## config.mk

```make
export PLATFORM = sky130hd
export DESIGN_NAME = lbm_exec
export DESIGN_NICKNAME = d
export VERILOG_FILES = /design/src/hw/lbm_pkg.sv /design/src/hw/lbm_dec_if.sv /design/src/hw/lbm_decode.sv /design/src/hw/lbm_exec.sv
export SDC_FILE = /design/constraint.sdc
export NUM_CORES = 1
export LEC_CHECK = 0
export ABC_AREA = 1
export BUFFER_PORTS_ARGS = -buffer_cell sky130_fd_sc_hd__buf_2
export CAP_MARGIN = 20
export CORE_AREA = 2 2 131 133
export DETAILED_ROUTE_END_ITERATION = 10
export DIE_AREA = 0 0 133 135
export PLACE_DENSITY = 0.66
export SYNTH_ARGS = -nofsm -noshare
export SYNTH_HDL_FRONTEND = slang
export SYNTH_HIERARCHICAL = 1
export SYNTH_SLANG_ARGS = --single-unit
```

## constraint.sdc

```tcl
create_clock -name i_clock -period 5.4 [get_ports i_clock]
set_clock_uncertainty 0.05 [all_clocks]
set_input_delay 0.54 -clock i_clock [delete_from_list [all_inputs] [get_ports i_clock]]
set_output_delay 0.54 -clock i_clock [all_outputs]
set_load 0.01 [all_outputs]
```

## src/hw/lbm_pkg.sv

```systemverilog
// Function
// - The long call is opcode 12h, three bytes, two cycles, and continues at the target formed from byte two (high) and byte three (low).
// - The long call pushes program counter plus three, low byte at stack pointer plus one and high byte at plus two, leaving the stack pointer two higher.
// - Long call and long jump reach any address in the 64K program space and change no status flag.
// - The long jump is opcode 02h, three bytes, one cycle, and loads the program counter high byte from byte two and low byte from byte three.
// - A byte move copies source to destination, leaving the source and every other register and flag untouched.
// - Work register destinations decode as E8h+r, E5h, E6h+i and 74h.
// - Bank register destinations decode as F8h+r, A8h+r, 78h+r and indirect destinations as F6h+i, A6h+i, 76h+i.
// - Direct destinations decode as F5h, 88h+r, 86h+i, 85h (source address first) and 75h (address before data).
// - The direct-to-work-register form naming the work register itself is invalid and gets no defined move.
// - A bit move copies between the carry flag and any directly addressable bit and changes nothing else.
// - Fields r and i pick R0-R7 or R0-R1 of the current bank, and indirect forms use that register as a RAM address.
package lbm_pkg;

  // ==========================================================================
  // Opcodes and decode masks
  localparam logic [7:0] OPC_CALL     = 8'h12;
  localparam logic [7:0] OPC_JUMP     = 8'h02;
  localparam logic [7:0] OPC_A_REG    = 8'he8;
  localparam logic [7:0] OPC_A_DIR    = 8'he5;
  localparam logic [7:0] OPC_A_IND    = 8'he6;
  localparam logic [7:0] OPC_A_IMM    = 8'h74;
  localparam logic [7:0] OPC_R_A      = 8'hf8;
  localparam logic [7:0] OPC_R_DIR    = 8'ha8;
  localparam logic [7:0] OPC_R_IMM    = 8'h78;
  localparam logic [7:0] OPC_I_A      = 8'hf6;
  localparam logic [7:0] OPC_I_DIR    = 8'ha6;
  localparam logic [7:0] OPC_I_IMM    = 8'h76;
  localparam logic [7:0] OPC_D_A      = 8'hf5;
  localparam logic [7:0] OPC_D_REG    = 8'h88;
  localparam logic [7:0] OPC_D_IND    = 8'h86;
  localparam logic [7:0] OPC_D_DIR    = 8'h85;
  localparam logic [7:0] OPC_D_IMM    = 8'h75;
  localparam logic [7:0] MASK_REG     = 8'hf8;
  localparam logic [7:0] MASK_IND     = 8'hfe;

  // ==========================================================================
  // Address map and arithmetic constants
  localparam logic [7:0]  WORK_REG_ADDR = 8'he0;
  localparam logic [7:0]  BIT_RAM_BASE  = 8'h20;
  localparam logic [7:0]  BIT_SFR_START = 8'h80;
  localparam logic [15:0] RET_OFFSET    = 16'h0003;
  localparam logic [7:0]  PUSH_STEP     = 8'h01;
  localparam logic [7:0]  PUSH_TOTAL    = 8'h02;
  localparam logic [1:0]  LEN_1         = 2'h1;
  localparam logic [1:0]  LEN_2         = 2'h2;
  localparam logic [1:0]  LEN_3         = 2'h3;

  // ==========================================================================
  // Types
  typedef enum logic [2:0] {
    ST_IDLE = 3'b000,
    ST_PTR  = 3'b001,
    ST_SRC  = 3'b010,
    ST_WR   = 3'b011,
    ST_PUSH = 3'b100
  } lbm_state_e;

  typedef enum logic [1:0] {
    K_NONE = 2'b00,
    K_MOVE = 2'b01,
    K_CALL = 2'b10,
    K_JUMP = 2'b11
  } lbm_kind_e;

  typedef enum logic [2:0] {
    OPD_NONE = 3'b000,
    OPD_ACC  = 3'b001,
    OPD_IMM  = 3'b010,
    OPD_DIR  = 3'b011,
    OPD_REG  = 3'b100,
    OPD_IND  = 3'b101
  } lbm_opd_e;

  typedef struct packed {
    lbm_kind_e  kind;
    lbm_opd_e   src;
    lbm_opd_e   dst;
    logic       imm_b3;   // Immediate sits in byte three
    logic       dst_b3;   // Destination address sits in byte three
    logic [1:0] len;
  } lbm_dec_s;

endpackage : lbm_pkg

```

## src/hw/lbm_dec_if.sv

```systemverilog
`timescale 1ns/1ps
// ============================================================================
// Opcode in, decoded operation out
interface lbm_dec_if;
  import lbm_pkg::*;
  logic [7:0] opcode;
  logic [7:0] byte2;
  lbm_dec_s   dec;
  logic       invalid;

  modport client  (output opcode, output byte2, input dec, input invalid);
  modport decoder (input opcode, input byte2, output dec, output invalid);
endinterface : lbm_dec_if

```

## src/hw/lbm_decode.sv

```systemverilog
`timescale 1ns/1ps
// ============================================================================
// Combinational opcode decoder
module lbm_decode (
  lbm_dec_if.decoder dif
);
  import lbm_pkg::*;

  // Builds one decode entry
  function automatic lbm_dec_s mk(lbm_kind_e k, lbm_opd_e s, lbm_opd_e d,
                                  logic [1:0] n);
    lbm_dec_s r;
    r.kind   = k;
    r.src    = s;
    r.dst    = d;
    r.imm_b3 = 1'b0;
    r.dst_b3 = 1'b0;
    r.len    = n;
    return r;
  endfunction : mk

  // ==========================================================================
  // Opcode table; anything unlisted belongs to other units
  always_comb begin
    lbm_dec_s d;
    d = mk(K_NONE, OPD_NONE, OPD_NONE, LEN_1);
    if (dif.opcode == OPC_CALL) d = mk(K_CALL, OPD_NONE, OPD_NONE, LEN_3);
    if (dif.opcode == OPC_JUMP) d = mk(K_JUMP, OPD_NONE, OPD_NONE, LEN_3);
    if ((dif.opcode & MASK_REG) == OPC_A_REG) d = mk(K_MOVE, OPD_REG, OPD_ACC, LEN_1);
    if (dif.opcode == OPC_A_DIR) d = mk(K_MOVE, OPD_DIR, OPD_ACC, LEN_2);
    if ((dif.opcode & MASK_IND) == OPC_A_IND) d = mk(K_MOVE, OPD_IND, OPD_ACC, LEN_1);
    if (dif.opcode == OPC_A_IMM) d = mk(K_MOVE, OPD_IMM, OPD_ACC, LEN_2);
    if ((dif.opcode & MASK_REG) == OPC_R_A) d = mk(K_MOVE, OPD_ACC, OPD_REG, LEN_1);
    if ((dif.opcode & MASK_REG) == OPC_R_DIR) d = mk(K_MOVE, OPD_DIR, OPD_REG, LEN_2);
    if ((dif.opcode & MASK_REG) == OPC_R_IMM) d = mk(K_MOVE, OPD_IMM, OPD_REG, LEN_2);
    if ((dif.opcode & MASK_IND) == OPC_I_A) d = mk(K_MOVE, OPD_ACC, OPD_IND, LEN_1);
    if ((dif.opcode & MASK_IND) == OPC_I_DIR) d = mk(K_MOVE, OPD_DIR, OPD_IND, LEN_2);
    if ((dif.opcode & MASK_IND) == OPC_I_IMM) d = mk(K_MOVE, OPD_IMM, OPD_IND, LEN_2);
    if (dif.opcode == OPC_D_A) d = mk(K_MOVE, OPD_ACC, OPD_DIR, LEN_2);
    if ((dif.opcode & MASK_REG) == OPC_D_REG) d = mk(K_MOVE, OPD_REG, OPD_DIR, LEN_2);
    if ((dif.opcode & MASK_IND) == OPC_D_IND) d = mk(K_MOVE, OPD_IND, OPD_DIR, LEN_2);
    if (dif.opcode == OPC_D_DIR) begin
      d = mk(K_MOVE, OPD_DIR, OPD_DIR, LEN_3);
      d.dst_b3 = 1'b1;                         // Source address comes first
    end
    if (dif.opcode == OPC_D_IMM) begin
      d = mk(K_MOVE, OPD_IMM, OPD_DIR, LEN_3);
      d.imm_b3 = 1'b1;                         // Address before data
    end
    dif.dec = d;
    // Work register read onto itself has no defined move
    dif.invalid = (dif.opcode == OPC_A_DIR) &&
                  (dif.byte2 == WORK_REG_ADDR);
  end

endmodule : lbm_decode

```

## src/hw/lbm_exec.sv

```systemverilog
`timescale 1ns/1ps
// ============================================================================
// Long branch and byte/bit move execution unit
module lbm_exec #(
  parameter int PC_W = 16
) (
  input  wire logic        i_clock,
  input  wire logic        i_sys_rst,
  input  wire logic        i_op_valid,
  input  wire logic [7:0]  i_opcode,
  input  wire logic [7:0]  i_byte2,
  input  wire logic [7:0]  i_byte3,
  input  wire logic [15:0] i_pc,
  input  wire logic [1:0]  i_bank_sel,
  input  wire logic [7:0]  i_stack_ptr,
  input  wire logic [7:0]  i_acc,
  input  wire logic        i_carry,
  input  wire logic        i_bit_valid,
  input  wire logic        i_bit_to_carry,
  input  wire logic [7:0]  i_bit_addr,
  input  wire logic [7:0]  i_ram_rdata,
  output logic             o_busy,
  output logic             o_done,
  output logic             o_illegal,
  output logic [1:0]       o_instr_len,
  output logic             o_pc_load,
  output logic [15:0]      o_pc_value,
  output logic             o_sp_load,
  output logic [7:0]       o_sp_value,
  output logic             o_acc_load,
  output logic [7:0]       o_acc_value,
  output logic             o_carry_load,
  output logic             o_carry_value,
  output logic             o_ram_re,
  output logic             o_ram_we,
  output logic [7:0]       o_ram_addr,
  output logic [7:0]       o_ram_wdata
);
  import lbm_pkg::*;

  // The return arithmetic and the 64K reach assume a 16-bit counter
  if (PC_W != 16) begin : g_pc_check
    $error("lbm_exec supports only PC_W of 16");
  end

  // ==========================================================================
  // Address helpers
  function automatic logic [7:0] bank_addr(logic [1:0] bank,
                                           logic [2:0] idx);
    return {3'h0, bank, idx};
  endfunction : bank_addr

  // Bits below 80h live in RAM from 20h, the rest in 8-aligned registers
  function automatic logic [7:0] bit_byte(logic [7:0] a);
    if (a < BIT_SFR_START) return BIT_RAM_BASE + {4'h0, a[6:3]};
    return {a[7:3], 3'h0};
  endfunction : bit_byte

  // ==========================================================================
  // State
  typedef struct packed {
    lbm_state_e st;
    lbm_dec_s   dec;
    logic [7:0] byte2;
    logic [7:0] byte3;
    logic [1:0] bank;
    logic [2:0] idx;
    logic       bit_op;
    logic       bit_to_c;
    logic [2:0] bit_pos;
    logic [7:0] data;
    logic [7:0] wr_addr;
    logic [7:0] sp;
    logic [15:0] ret;
    logic       busy;
    logic       done;
    logic       illegal;
    logic [1:0] len;
    logic       pc_load;
    logic [15:0] pc_value;
    logic       sp_load;
    logic [7:0] sp_value;
    logic       acc_load;
    logic [7:0] acc_value;
    logic       carry_load;
    logic       carry_value;
    logic       ram_re;
    logic       ram_we;
    logic [7:0] ram_addr;
    logic [7:0] ram_wdata;
  } lbm_exec_s;

  lbm_exec_s s_reg;
  lbm_exec_s s_next;

  lbm_dec_if dif ();
  assign dif.opcode = i_opcode;
  assign dif.byte2  = i_byte2;

  lbm_decode u_decode (
    .dif (dif)
  );

  // ==========================================================================
  // Next state
  always_comb begin
    logic       take;
    logic [7:0] src_a;
    s_next = s_reg;
    take   = !s_reg.busy && (i_op_valid || i_bit_valid);
    src_a  = 8'h00;
    // Strobes last one cycle
    s_next.done       = 1'b0;
    s_next.illegal    = 1'b0;
    s_next.pc_load    = 1'b0;
    s_next.sp_load    = 1'b0;
    s_next.acc_load   = 1'b0;
    s_next.carry_load = 1'b0;
    s_next.ram_re     = 1'b0;
    s_next.ram_we     = 1'b0;
    case (s_reg.st)
      ST_IDLE: begin
        s_next.busy = 1'b0;
        if (take && i_op_valid) begin
          s_next.dec   = dif.dec;
          s_next.byte2 = i_byte2;
          s_next.byte3 = i_byte3;
          s_next.bank  = i_bank_sel;
          s_next.idx   = i_opcode[2:0];
          s_next.bit_op = 1'b0;
          s_next.len   = dif.dec.len;
          s_next.sp    = i_stack_ptr;
          s_next.ret   = i_pc + RET_OFFSET;
          // Destination address for non-indirect stores
          s_next.wr_addr = dif.dec.dst_b3 ? i_byte3 :
                           (dif.dec.dst == OPD_REG) ?
                           bank_addr(i_bank_sel, i_opcode[2:0]) : i_byte2;
          s_next.data = (dif.dec.src == OPD_ACC) ? i_acc :
                        (dif.dec.imm_b3 ? i_byte3 : i_byte2);
          src_a = (dif.dec.src == OPD_REG) ?
                  bank_addr(i_bank_sel, i_opcode[2:0]) : i_byte2;
          if (dif.dec.kind == K_NONE || dif.invalid) begin
            s_next.illegal = 1'b1;
          end else if (dif.dec.kind == K_JUMP) begin
            // Flags are left to the core, none is touched here
            s_next.pc_load  = 1'b1;
            s_next.pc_value = {i_byte2, i_byte3};
            s_next.done     = 1'b1;
          end else if (dif.dec.kind == K_CALL) begin
            s_next.busy      = 1'b1;
            s_next.ram_we    = 1'b1;
            s_next.ram_addr  = i_stack_ptr + PUSH_STEP;
            s_next.ram_wdata = s_next.ret[7:0];
            s_next.st        = ST_PUSH;
          end else if (dif.dec.src == OPD_IND || dif.dec.dst == OPD_IND) begin
            // Pointer register is R0 or R1 of the current bank
            s_next.busy     = 1'b1;
            s_next.ram_re   = 1'b1;
            s_next.ram_addr = bank_addr(i_bank_sel, {2'h0, i_opcode[0]});
            s_next.st       = ST_PTR;
          end else if (dif.dec.src == OPD_DIR || dif.dec.src == OPD_REG) begin
            s_next.busy     = 1'b1;
            s_next.ram_re   = 1'b1;
            s_next.ram_addr = src_a;
            s_next.st       = ST_SRC;
          end else begin
            s_next.busy = 1'b1;
            s_next.st   = ST_WR;
          end
        end else if (take) begin
          // Bit move: read the holding byte first
          s_next.bit_op   = 1'b1;
          s_next.bit_to_c = i_bit_to_carry;
          s_next.bit_pos  = i_bit_addr[2:0];
          s_next.wr_addr  = bit_byte(i_bit_addr);
          s_next.dec.dst  = OPD_DIR;
          s_next.busy     = 1'b1;
          s_next.ram_re   = 1'b1;
          s_next.ram_addr = bit_byte(i_bit_addr);
          s_next.st       = ST_SRC;
        end
      end
      ST_PTR: begin
        // Indirect source reads through the pointer, else direct source
        if (s_reg.dec.dst == OPD_IND) s_next.wr_addr = i_ram_rdata;
        if (s_reg.dec.src == OPD_IND) begin
          s_next.ram_re   = 1'b1;
          s_next.ram_addr = i_ram_rdata;
          s_next.st       = ST_SRC;
        end else if (s_reg.dec.src == OPD_DIR) begin
          s_next.ram_re   = 1'b1;
          s_next.ram_addr = s_reg.byte2;
          s_next.st       = ST_SRC;
        end else begin
          s_next.st = ST_WR;
        end
      end
      ST_SRC: begin
        s_next.data = i_ram_rdata;
        if (s_reg.bit_op && s_reg.bit_to_c) begin
          s_next.carry_load  = 1'b1;
          s_next.carry_value = i_ram_rdata[s_reg.bit_pos];
          s_next.done        = 1'b1;
          s_next.busy        = 1'b0;
          s_next.st          = ST_IDLE;
        end else begin
          // Only the addressed bit changes in the byte written back
          if (s_reg.bit_op) s_next.data[s_reg.bit_pos] = i_carry;
          s_next.st = ST_WR;
        end
      end
      ST_WR: begin
        if (s_reg.dec.dst == OPD_ACC) begin
          s_next.acc_load  = 1'b1;
          s_next.acc_value = s_reg.data;
        end else begin
          s_next.ram_we    = 1'b1;
          s_next.ram_addr  = s_reg.wr_addr;
          s_next.ram_wdata = s_reg.data;
        end
        s_next.done = 1'b1;
        s_next.busy = 1'b0;
        s_next.st   = ST_IDLE;
      end
      ST_PUSH: begin
        // High byte second, stack pointer ends two higher
        s_next.ram_we    = 1'b1;
        s_next.ram_addr  = s_reg.sp + PUSH_TOTAL;
        s_next.ram_wdata = s_reg.ret[15:8];
        s_next.sp_load   = 1'b1;
        s_next.sp_value  = s_reg.sp + PUSH_TOTAL;
        s_next.pc_load   = 1'b1;
        s_next.pc_value  = {s_reg.byte2, s_reg.byte3};
        s_next.done      = 1'b1;
        s_next.busy      = 1'b0;
        s_next.st        = ST_IDLE;
      end
      default: begin
        s_next.busy = 1'b0;
        s_next.st   = ST_IDLE;
      end
    endcase
  end

  // ==========================================================================
  // State register
  always_ff @(posedge i_clock) begin
    if (i_sys_rst) begin
      s_reg <= '0;
    end else begin
      s_reg <= s_next;
    end
  end

  // ==========================================================================
  // Outputs straight from the state register
  assign o_busy        = s_reg.busy;
  assign o_done        = s_reg.done;
  assign o_illegal     = s_reg.illegal;
  assign o_instr_len   = s_reg.len;
  assign o_pc_load     = s_reg.pc_load;
  assign o_pc_value    = s_reg.pc_value;
  assign o_sp_load     = s_reg.sp_load;
  assign o_sp_value    = s_reg.sp_value;
  assign o_acc_load    = s_reg.acc_load;
  assign o_acc_value   = s_reg.acc_value;
  assign o_carry_load  = s_reg.carry_load;
  assign o_carry_value = s_reg.carry_value;
  assign o_ram_re      = s_reg.ram_re;
  assign o_ram_we      = s_reg.ram_we;
  assign o_ram_addr    = s_reg.ram_addr;
  assign o_ram_wdata   = s_reg.ram_wdata;
endmodule : lbm_exec

```

* Yosys cells after proc, flatten, opt, wreduce, memory -nomap -nowiden
Index checks and enable logic that the tools add are counted.
** Storage, ports and cells
- Bits of input ports :: 80
- Logic and storage cells :: 216
- Register bits :: 130
- Output and inout bits :: 60
** Cells by class
- Reductions and logical operators :: 34
- Add/subtract/negate cells :: 4
- $lt $le $gt $ge :: 3
- Equal/unequal tests :: 47
- Mux-type cells :: 95
- Bitwise logic cells :: 5
** Operators by type and width (count)
- $mux 12 :: 17
- $mux 8 :: 21
- $mux 17 :: 3
- $mux 18 :: 2
- $pmux 17 s2 :: 1
- $eq 8x8->1 const B :: 4
- $pmux 8 s2 :: 2
- $pmux 8 s4 :: 1
- $eq 7x7->1 const B :: 4
- $mux 3 :: 9
- $pmux 8 s3 :: 1
- $mux 1 :: 22
- $eq 3x3->1 const B :: 7
- $mux 21 :: 1
- $eq 5x5->1 const B :: 4
- $mux 9 :: 2
- $add 16x2->16 const B :: 1
- $eq 8x7->1 const B :: 2
- $ne 2x2->1 const B :: 8
- $eq 3x2->1 const B :: 4
- $ne 3x3->1 const B :: 4
- $reduce_and 2->1 :: 6
- $eq 3x1->1 const B :: 3
- $pmux 1 s3 :: 3
- 34 further kinds :: 56

* Logic depth before layout (Yosys ltp)
Gate-level depths: netlist (run 1).
- Word-level depth :: 27
- Gate-level depth with buffers :: 17
- Mapped depth without buffers :: 17

* Cells and area by module
Netlist (run 1), hierarchy kept.
** By module, submodules not included
- lbm_exec :: area an instance 6912.9 sq um, cells an instance 1052, seq. area each 2442.3 sq um, instances 1
- lbm_decode :: area an instance 445.4 sq um, cells an instance 93, seq. area each 0.0 sq um, instances 1

* Worst setup path after synthesis (run 1)
Ideal clock, no wire load.
- Path kind :: input -> register
- Start point :: input i_opcode[3]
- End point :: register s_reg, in the netlist o_ram_addr[7]
- Slack :: 3.061 ns
- Path buffers :: 1
- Data arrival time :: 2.157 ns
- Required time :: 5.218 ns
- Library setup time :: 0.132 ns
- Stages :: 17
- Path through :: inv_2 > nand2_2 > nor2_2 > nand2_1 > nand2_1 > nor2_1 > nand4_1 > inv_1 > nand2_1 > inv_1 > nor2_1 > nand2_1 > nand3_2 > buf_4 > nor2_1 > nand2_1 > a21oi_1
** RTL lines
- start, declared :: RTL line lbm_exec.sv:10 : input wire logic [7:0] i_opcode,
- end signal, assigned :: RTL line lbm_exec.sv:251 : s_reg <= s_next;
- end, declared :: RTL line lbm_exec.sv:93 : lbm_exec_s s_reg;

==> results.md, run 1 <==
* Largest cells by area after synthesis: dfxtp_1 (33%), nand2_1 (14%), a21oi_1 (7.3%)
* Max Clk Rate at 372.4 MHz
* Cell Int Power at 2.175 mW
* Fraction of layout cells with a size suffix above 1 at 18.12%
* Core Region at 16,410 um^2
* TritonCTS clock tree: done
* Hold Crit Depth at 3
* Final HPWL DP at 17.73 mm
* Period utilisation layout at 49.73%
* Setup TNS Final at 0 ps
* WHS Endpoint: s_reg[114]$_SDFFE_PP0P_
* Chip Height at 135 um
* LEAKAGE at 3.925 nW
* Placement Rows at 47
* Drt via density at 5.368
* Count of final max-slew check failures at 0
* Sequential power share at 35.1%
* Synth Register Bits at 122
* Yosys warns at 6
* Hold Fails Final Rpt at 0
* Reg-to-Reg End: s_reg[94]$_SDFFE_PP0P_
* RSZ-0062 raised after global routing: no
* Die area at 17,960 um^2
* Wire per inst at 16.10 um
* 1st-pass router iterations at 5
* Antenna-violating nets left at 0
* # Post-CTS Setup Buffers at 0
* Synth top cells by count: nand2_1 (278), nor2_1 (125), dfxtp_1 (122), a21oi_1 (108), inv_1 (100)
* Count leader, synth: nand2_1
* Number of flops mapped to enable cells by yosys at 0
* Global Route Usage Sum at 26.37%
* Worst slew pin tran at 912.5 ps
* Total power at 3.367 mW
* Initial Utilization at 44.85%
* Min-delay src: i_byte3[4]
* Leading area contributor after synthesis: dfxtp_1
* Reg clk slew, reported paths at 60 ps
* Placed Area at 7821 um^2
* Post-synthesis instance total at 1,145
* Area Growth Syn to Fin at 14.95%
* Cts repair resizes at 0
* CP max FO at 12
* Sw power at 1.192 mW
* VDD IR max at 0.2269 mV
* CP startpoint kind: primary input
* Status: completed
* Register Area at 2442 um^2
* Die width at 133 um
* Clock latency on the worst-skew pair at 420 ps
* Num CTS Buffers at 17
* Vias in the first global route at 7,172
* Critical path required time at 5660 ps
* FF-to-FF setup slack at 3060 ps
* Post-Syn Area at 7358 um^2
* Yosys top cell area share at 33.19%
* Drt total wl at 23.36 mm
* Post-CTS Hold Buffers at 0
* Comb pwr share at 28.4%
* Primary FF master, synth: dfxtp_1
* # setup viols final at 0
* Relative slew slack at 38.83%
* Reg2reg start: o_busy$_SDFFE_PP0P_
* Max FFs per register at 62
* Maxcap violations at 0
* GPL Wtd Cong at 0.9889
* Setup CP Type: in -> reg
* Netlist cell types at 44
* Post-layout min period at 2686 ps
* Mean area per synthesized cell at 6.426 um^2
* IO buf count at 139
* Total number of vias at 7,789
* Initial antenna violation count at 0
* CTS sink cnt at 122
* HP Class: in -> reg
* Sequential share of the synthesized area at 33.19%
* Synthesized Nets at 1,228
* Grt ovf at 0
* Clock buffer depth at 2
* IO Count at 140
* Pwr Density at 398.0 nW/um^2
* Switching Share at 35.39%
* Critical path arrival at 2940 ps
* Fin area at 8458 um^2
* Async SR Flop Fraction at 0%
* Pin count of the biggest net entering global routing at 69
* H-tree depth at 4
* Final net count at 1,301
* Initial drt markers at 641
* Fillers at 1,709
* First-pass GRT wire length at 36.96 mm
* Clk pwr share at 36.5%
* Crit. End Element: flop
* Multi-input combinational cell area at 3965 um^2
* Detailed-route DRC error count at 0
* Reg2reg path depth at 6
* Antenna diode count at 0
* Root Buffer: clkbuf_16
[kinds of logic (layout without fill, tap and decap cells)]
logic type      Yosys count  in the layout  share of synthesized area (%)
compound gates          266            266                          20.34
buf+inv                 199            285                          12.92
flops                   122            122                          33.19
simple gates            551            551                          32.56
xor+xnor                  4              4                         0.4762
fa+ha+maj                 3              3                         0.5102
[per-stage QoR]
| step | hold slack, ps | utilization [%] | cells | setup WS, ps |
|---|---|---|---|---|
| floorplan | 385.8 | - | 1145 | 3061 |
| global placement | 399.9 | 47.67 | 1419 | 2405 |
| detailed placement | 402.9 | 47.67 | 1419 | 2294 |
| CTS | 337.8 | 51.55 | 1451 | 2736 |
| global route | 340.2 | 51.55 | 1451 | 2337 |
| finish | 346.5 | 51.55 | 1451 | 2715 |
[cells in the final DEF, fill, tap and decap left out, types with 2 or more instances in the layout]
cell          n
a21boi_0      2
a32oi_1      16
nand3_1      80
nand3b_1      7
buf_4         4
a22oi_1       2
inv_1       100
bufinv_16     4
nor2_4        3
nor3_1        8
o21bai_1      3
inv_2         9
clkbuf_8      3
a31oi_1      12
nor2_2       11
o211ai_1     15
nor3_2        2
or2_2         8
buf_2       139
ha_1          3
o22ai_1       2
nand4_1      13
dfxtp_1     122
xor2_1        2
clkbuf_1      2
nor2_1      125
nand2_2       8
nand2_1     278
clkbuf_16    17
o21ai_0      97
clkinvlp_4    2
nand3_2       5
clkinv_2      2
a21oi_1     108
xnor2_1       2
[worst max-delay path: stages]
cell     delay (ps)
buf_2           130
inv_1            70
nand2_1          70
nor2_2           60
nand2_1         150
nand2_1          90
nor2_1          140
nand4_1         200
inv_1            90
nand2_1         200
inv_1           270
nand3_1         130
nand3_1         340
inv_1           180
nor3_1          210
nor2_1           60
[worst max-delay path by stage]
stage	start	end	slack, ps	cells past startpoint
after floorplan	i_opcode[3]	o_ram_addr[7]$_SDFFE_PP0P_	3060	17
after global placement	i_opcode[7]	o_ram_wdata[7]$_SDFFE_PP0P_	2400	16
after detailed placement	i_opcode[1]	o_ram_wdata[7]$_SDFFE_PP0P_	2290	16
after CTS	i_opcode[1]	o_ram_wdata[7]$_SDFFE_PP0P_	2740	16
after global routing	i_opcode[1]	o_ram_wdata[7]$_SDFFE_PP0P_	2340	16
final	i_opcode[1]	o_ram_wdata[7]$_SDFFE_PP0P_	2710	16
[power by group through the flow]
stage,clock network (mW),logic (mW),registers [mW]
after floorplan,0,0.714,1.16
after global placement,0,0.930,1.19
after detailed placement,0,0.940,1.20
after CTS,1.24,0.943,1.18
after global routing,1.28,1.08,1.20
final,1.23,0.955,1.18
[routing by layer]
metal / GRT usage [%] / wire [um] / vias up
met5: 0 / 0 / -
met4: 9.737 / 661 / 0
met3: 4.955 / 1662 / 49
met2: 42.63 / 10670 / 336
met1: 35.15 / 10360 / 3506
li1: - / - / 3898
[cell type report]
cell class / count / area share (%)
Multi-Input combinational cell: 824 / 46.88
Sequential cell: 122 / 28.88
Timing Repair Buffer: 143 / 8.580
Clock buffer: 22 / 5.607
Inverter: 110 / 4.882
Tap cell: 220 / 3.254
Clock inverter: 10 / 1.923
Power figures use the tool's default switching activity.
==> inputs of run 2 (changes only) <==
==> constraint.sdc (replaced) <==
create_clock -name i_clock -period 2.5 [get_ports i_clock]
set_clock_uncertainty 0.05 [all_clocks]
set_input_delay 0.25 -clock i_clock [delete_from_list [all_inputs] [get_ports i_clock]]
set_output_delay 0.25 -clock i_clock [all_outputs]
set_load 0.01 [all_outputs]
==> run 2 against run 1 <==
Sequential share of layout area fell by 0.59 points. Worst setup slack worse by 2400 ps. Count of clock-buffer cells in the layout fell by 2. Combinational power increased by 130%. Highest routed layer unchanged.
==> results.md, run 2 (synthesis results as in run 1) <==
* Worst hold slack at 52.31 ps (-294.2 ps)
* Area Growth Syn to Fin at 17.36%
* Place WS at -21.58 ps (-2315 ps)
* RSZ-0062 raised after global routing: no
* Crit path max-delay family: simple AND/OR/NAND/NOR gates
* Max Clk Rate at 462.8 MHz
* LEAKAGE at 4.031 nW (+2.7%)
* VDD IR max at 0.5161 mV (+130%)
* Critical path arrival at 2420 ps (-520 ps)
* Maxcap violations at 0 (unchanged)
* Pwr Density at 862.2 nW/um^2 (+120%)
* Reg clk slew, reported paths at 60 ps (about the same)
* Placed cell count at 1,438 (+1.3%)
* Total number of vias at 7,965 (+2.3%)
* Chip Height at 135 um (unchanged)
* Critical Path Stages at 14 (-2)
* Final Worst Setup Slack at 339.2 ps (-2375 ps)
* TritonCTS clock tree: done
* Cts repair resizes at 0 (unchanged)
* IO buf count at 139 (unchanged)
* Die area at 17,960 um^2 (unchanged)
* Critical Path, Cell by Cell: buf_2, inv_1, nand2_1, nor2_2, nand2_1, nand2_1, nor2_1, nand4_1, o21ai_0, nor3_4, o21ai_0, nor2_1, nor3_1, nor2_1
* Most common cell after layout, fill and taps aside: nand2_1
* Worst stage delay on the critical path at 690 ps (+350 ps)
* Initial drt markers at 718 (+12%)
* CP max FO at 7 (-5)
* Total power at 7.446 mW (+120%)
* Post-CTS Hold Buffers at 0 (unchanged)
* Initial Utilization at 44.85% (unchanged)
* Final net count at 1,320 (+1.5%)
* Count of final max-slew check failures at 0 (unchanged)
* Reg-to-Reg End: o_ram_addr[0]$_SDFFE_PP0P_
* Detailed-route DRC error count at 0 (unchanged)
* Most frequent cells in the layout: nand2_1 (278), buf_2 (139), nor2_1 (125)
* Post-layout min period at 2161 ps
* # Post-CTS Setup Buffers at 0 (unchanged)
* Final HPWL DP at 18.09 mm (+2.1%)
* Vias in the first global route at 7,201 (+0.40%)
* Fraction of layout cells with a size suffix above 1 at 19.46% (+1.3 points)
* Initial antenna violation count at 0 (unchanged)
* Grt ovf at 0 (unchanged)
* Drt via density at 5.422 (+1.0%)
* Wire per inst at 16.17 um (+0.44%)
* HP Class: in -> reg
* H-tree depth at 4 (unchanged)
* Die width at 133 um (unchanged)
* Max FFs per register at 62 (unchanged)
* FF-to-FF setup slack at 390 ps (-2670 ps)
* Setup CP Type: in -> reg
* 1st-pass router iterations at 6 (+1)
* Antenna-violating nets left at 0 (unchanged)
* CP startpoint kind: primary input
* # setup viols final at 0 (unchanged)
* Drt total wl at 23.75 mm (+1.7%)
* CTS sink cnt at 122 (unchanged)
* Worst slew pin tran at 788.5 ps (-124.0 ps)
* Critical path origin: i_opcode[1]
* Critical path's slowest cell: o21ai_0
* Reg2reg start: s_reg[130]$_SDFFE_PP0P_
* Status: completed
* IO Count at 140 (unchanged)
* Critical path endpoint: o_ram_wdata[7]$_SDFFE_PP0P_
* Crit path buf inv count at 2 (-3)
* Antenna diode count at 0 (unchanged)
* Reg2reg path depth at 9 (+3)
* Pin count of the biggest net entering global routing at 56 (-19%)
* Critical path required time at 2760 ps (-2900 ps)
* Hold Fails Final Rpt at 0 (unchanged)
* Period utilisation layout at 86.43%
* Root Buffer: clkbuf_16
* First-pass GRT wire length at 37.52 mm (+1.5%)
* Layout Cells excl Fill at 1,469 (+1.2%)
* Setup TNS Final at 0 ps (unchanged)
* Relative slew slack at 47.36% (+8.5 points)
* Placement Rows at 47 (unchanged)
* Fillers at 1,731 (+1.3%)
* GPL Wtd Cong at 0.9728 (-1.6%)
* Clock latency on the worst-skew pair at 420 ps (about the same)
* Crit. End Element: flop
* Global Route Usage Sum at 26.53% (+0.17 points)
* Core Region at 16,410 um^2 (unchanged)
* Num CTS Buffers at 17 (unchanged)
* Clock buffer depth at 2 (unchanged)
==> run 2: changes by cell type in the layout (fill, tap and decap cells not counted), sizes merged <==
cell | previous run | this run
buf | 143 | 162
clkbuf | 22 | 20
bufinv | 4 | 5
clkinv | 4 | 5
inv | 110 | 109
==> run 2: worst min-delay path by stage <==
stage	cells past startpoint	endpoint	slack (ps)	start
final	3	s_reg[114]$_SDFFE_PP0P_	50	i_byte3[4]
after global routing	3	s_reg[112]$_SDFFE_PP0P_	60	i_byte3[2]
after CTS	3	s_reg[110]$_SDFFE_PP0P_	40	i_byte3[0]
after detailed placement	2	o_sp_value[0]$_SDFFE_PP0N_	400	o_sp_value[0]$_SDFFE_PP0N_
after global placement	2	o_sp_value[2]$_SDFFE_PP0N_	400	o_sp_value[2]$_SDFFE_PP0N_
after floorplan	2	s_reg[79]$_SDFFE_PP0P_	340	i_stack_ptr[3]
==> run 2: power by group <==
part / internal, mW / switching (mW)
Clock: 1.84 / 0.901
Sequential: 2.30 / 0.256
Combinational: 0.693 / 1.45
==> run 2: final cells by class <==
| class | instances | area (um^2) | area share, % |
|---|---|---|---|
| multi-input cells | 824 | 3965 | 45.91 |
| flip-flops and latches | 122 | 2442 | 28.28 |
| repair buffers | 162 | 880.8 | 10.20 |
| clock buffers | 20 | 466.7 | 5.404 |
| inverters | 110 | 412.9 | 4.781 |
| well taps | 220 | 275.3 | 3.187 |
| clock inverters | 11 | 192.7 | 2.231 |
==> run 2: metrics by stage <==
stage	instance area, um^2	util (%)
finish	8636	52.63
global route	8636	52.63
CTS	8636	52.63
detailed placement	7976	48.62
global placement	7976	48.62
floorplan	7358	-
==> run 2: metal layers <==
metal	track usage [%]	wire length, um
met1	35.56	10550
met4	9.677	719
met3	4.805	1720
met2	42.86	10760
met5	0	0
==> run 2: worst register-to-register path, stage by stage, from the launching register on <==
cell      delay, ps
dfxtp_1         300
inv_1            50
nor2_1          290
nand2_1         230
nand2_1         230
clkinv_1        280
a21oi_1         320
nand2_1          80
nand3_1          70
a21oi_1          60
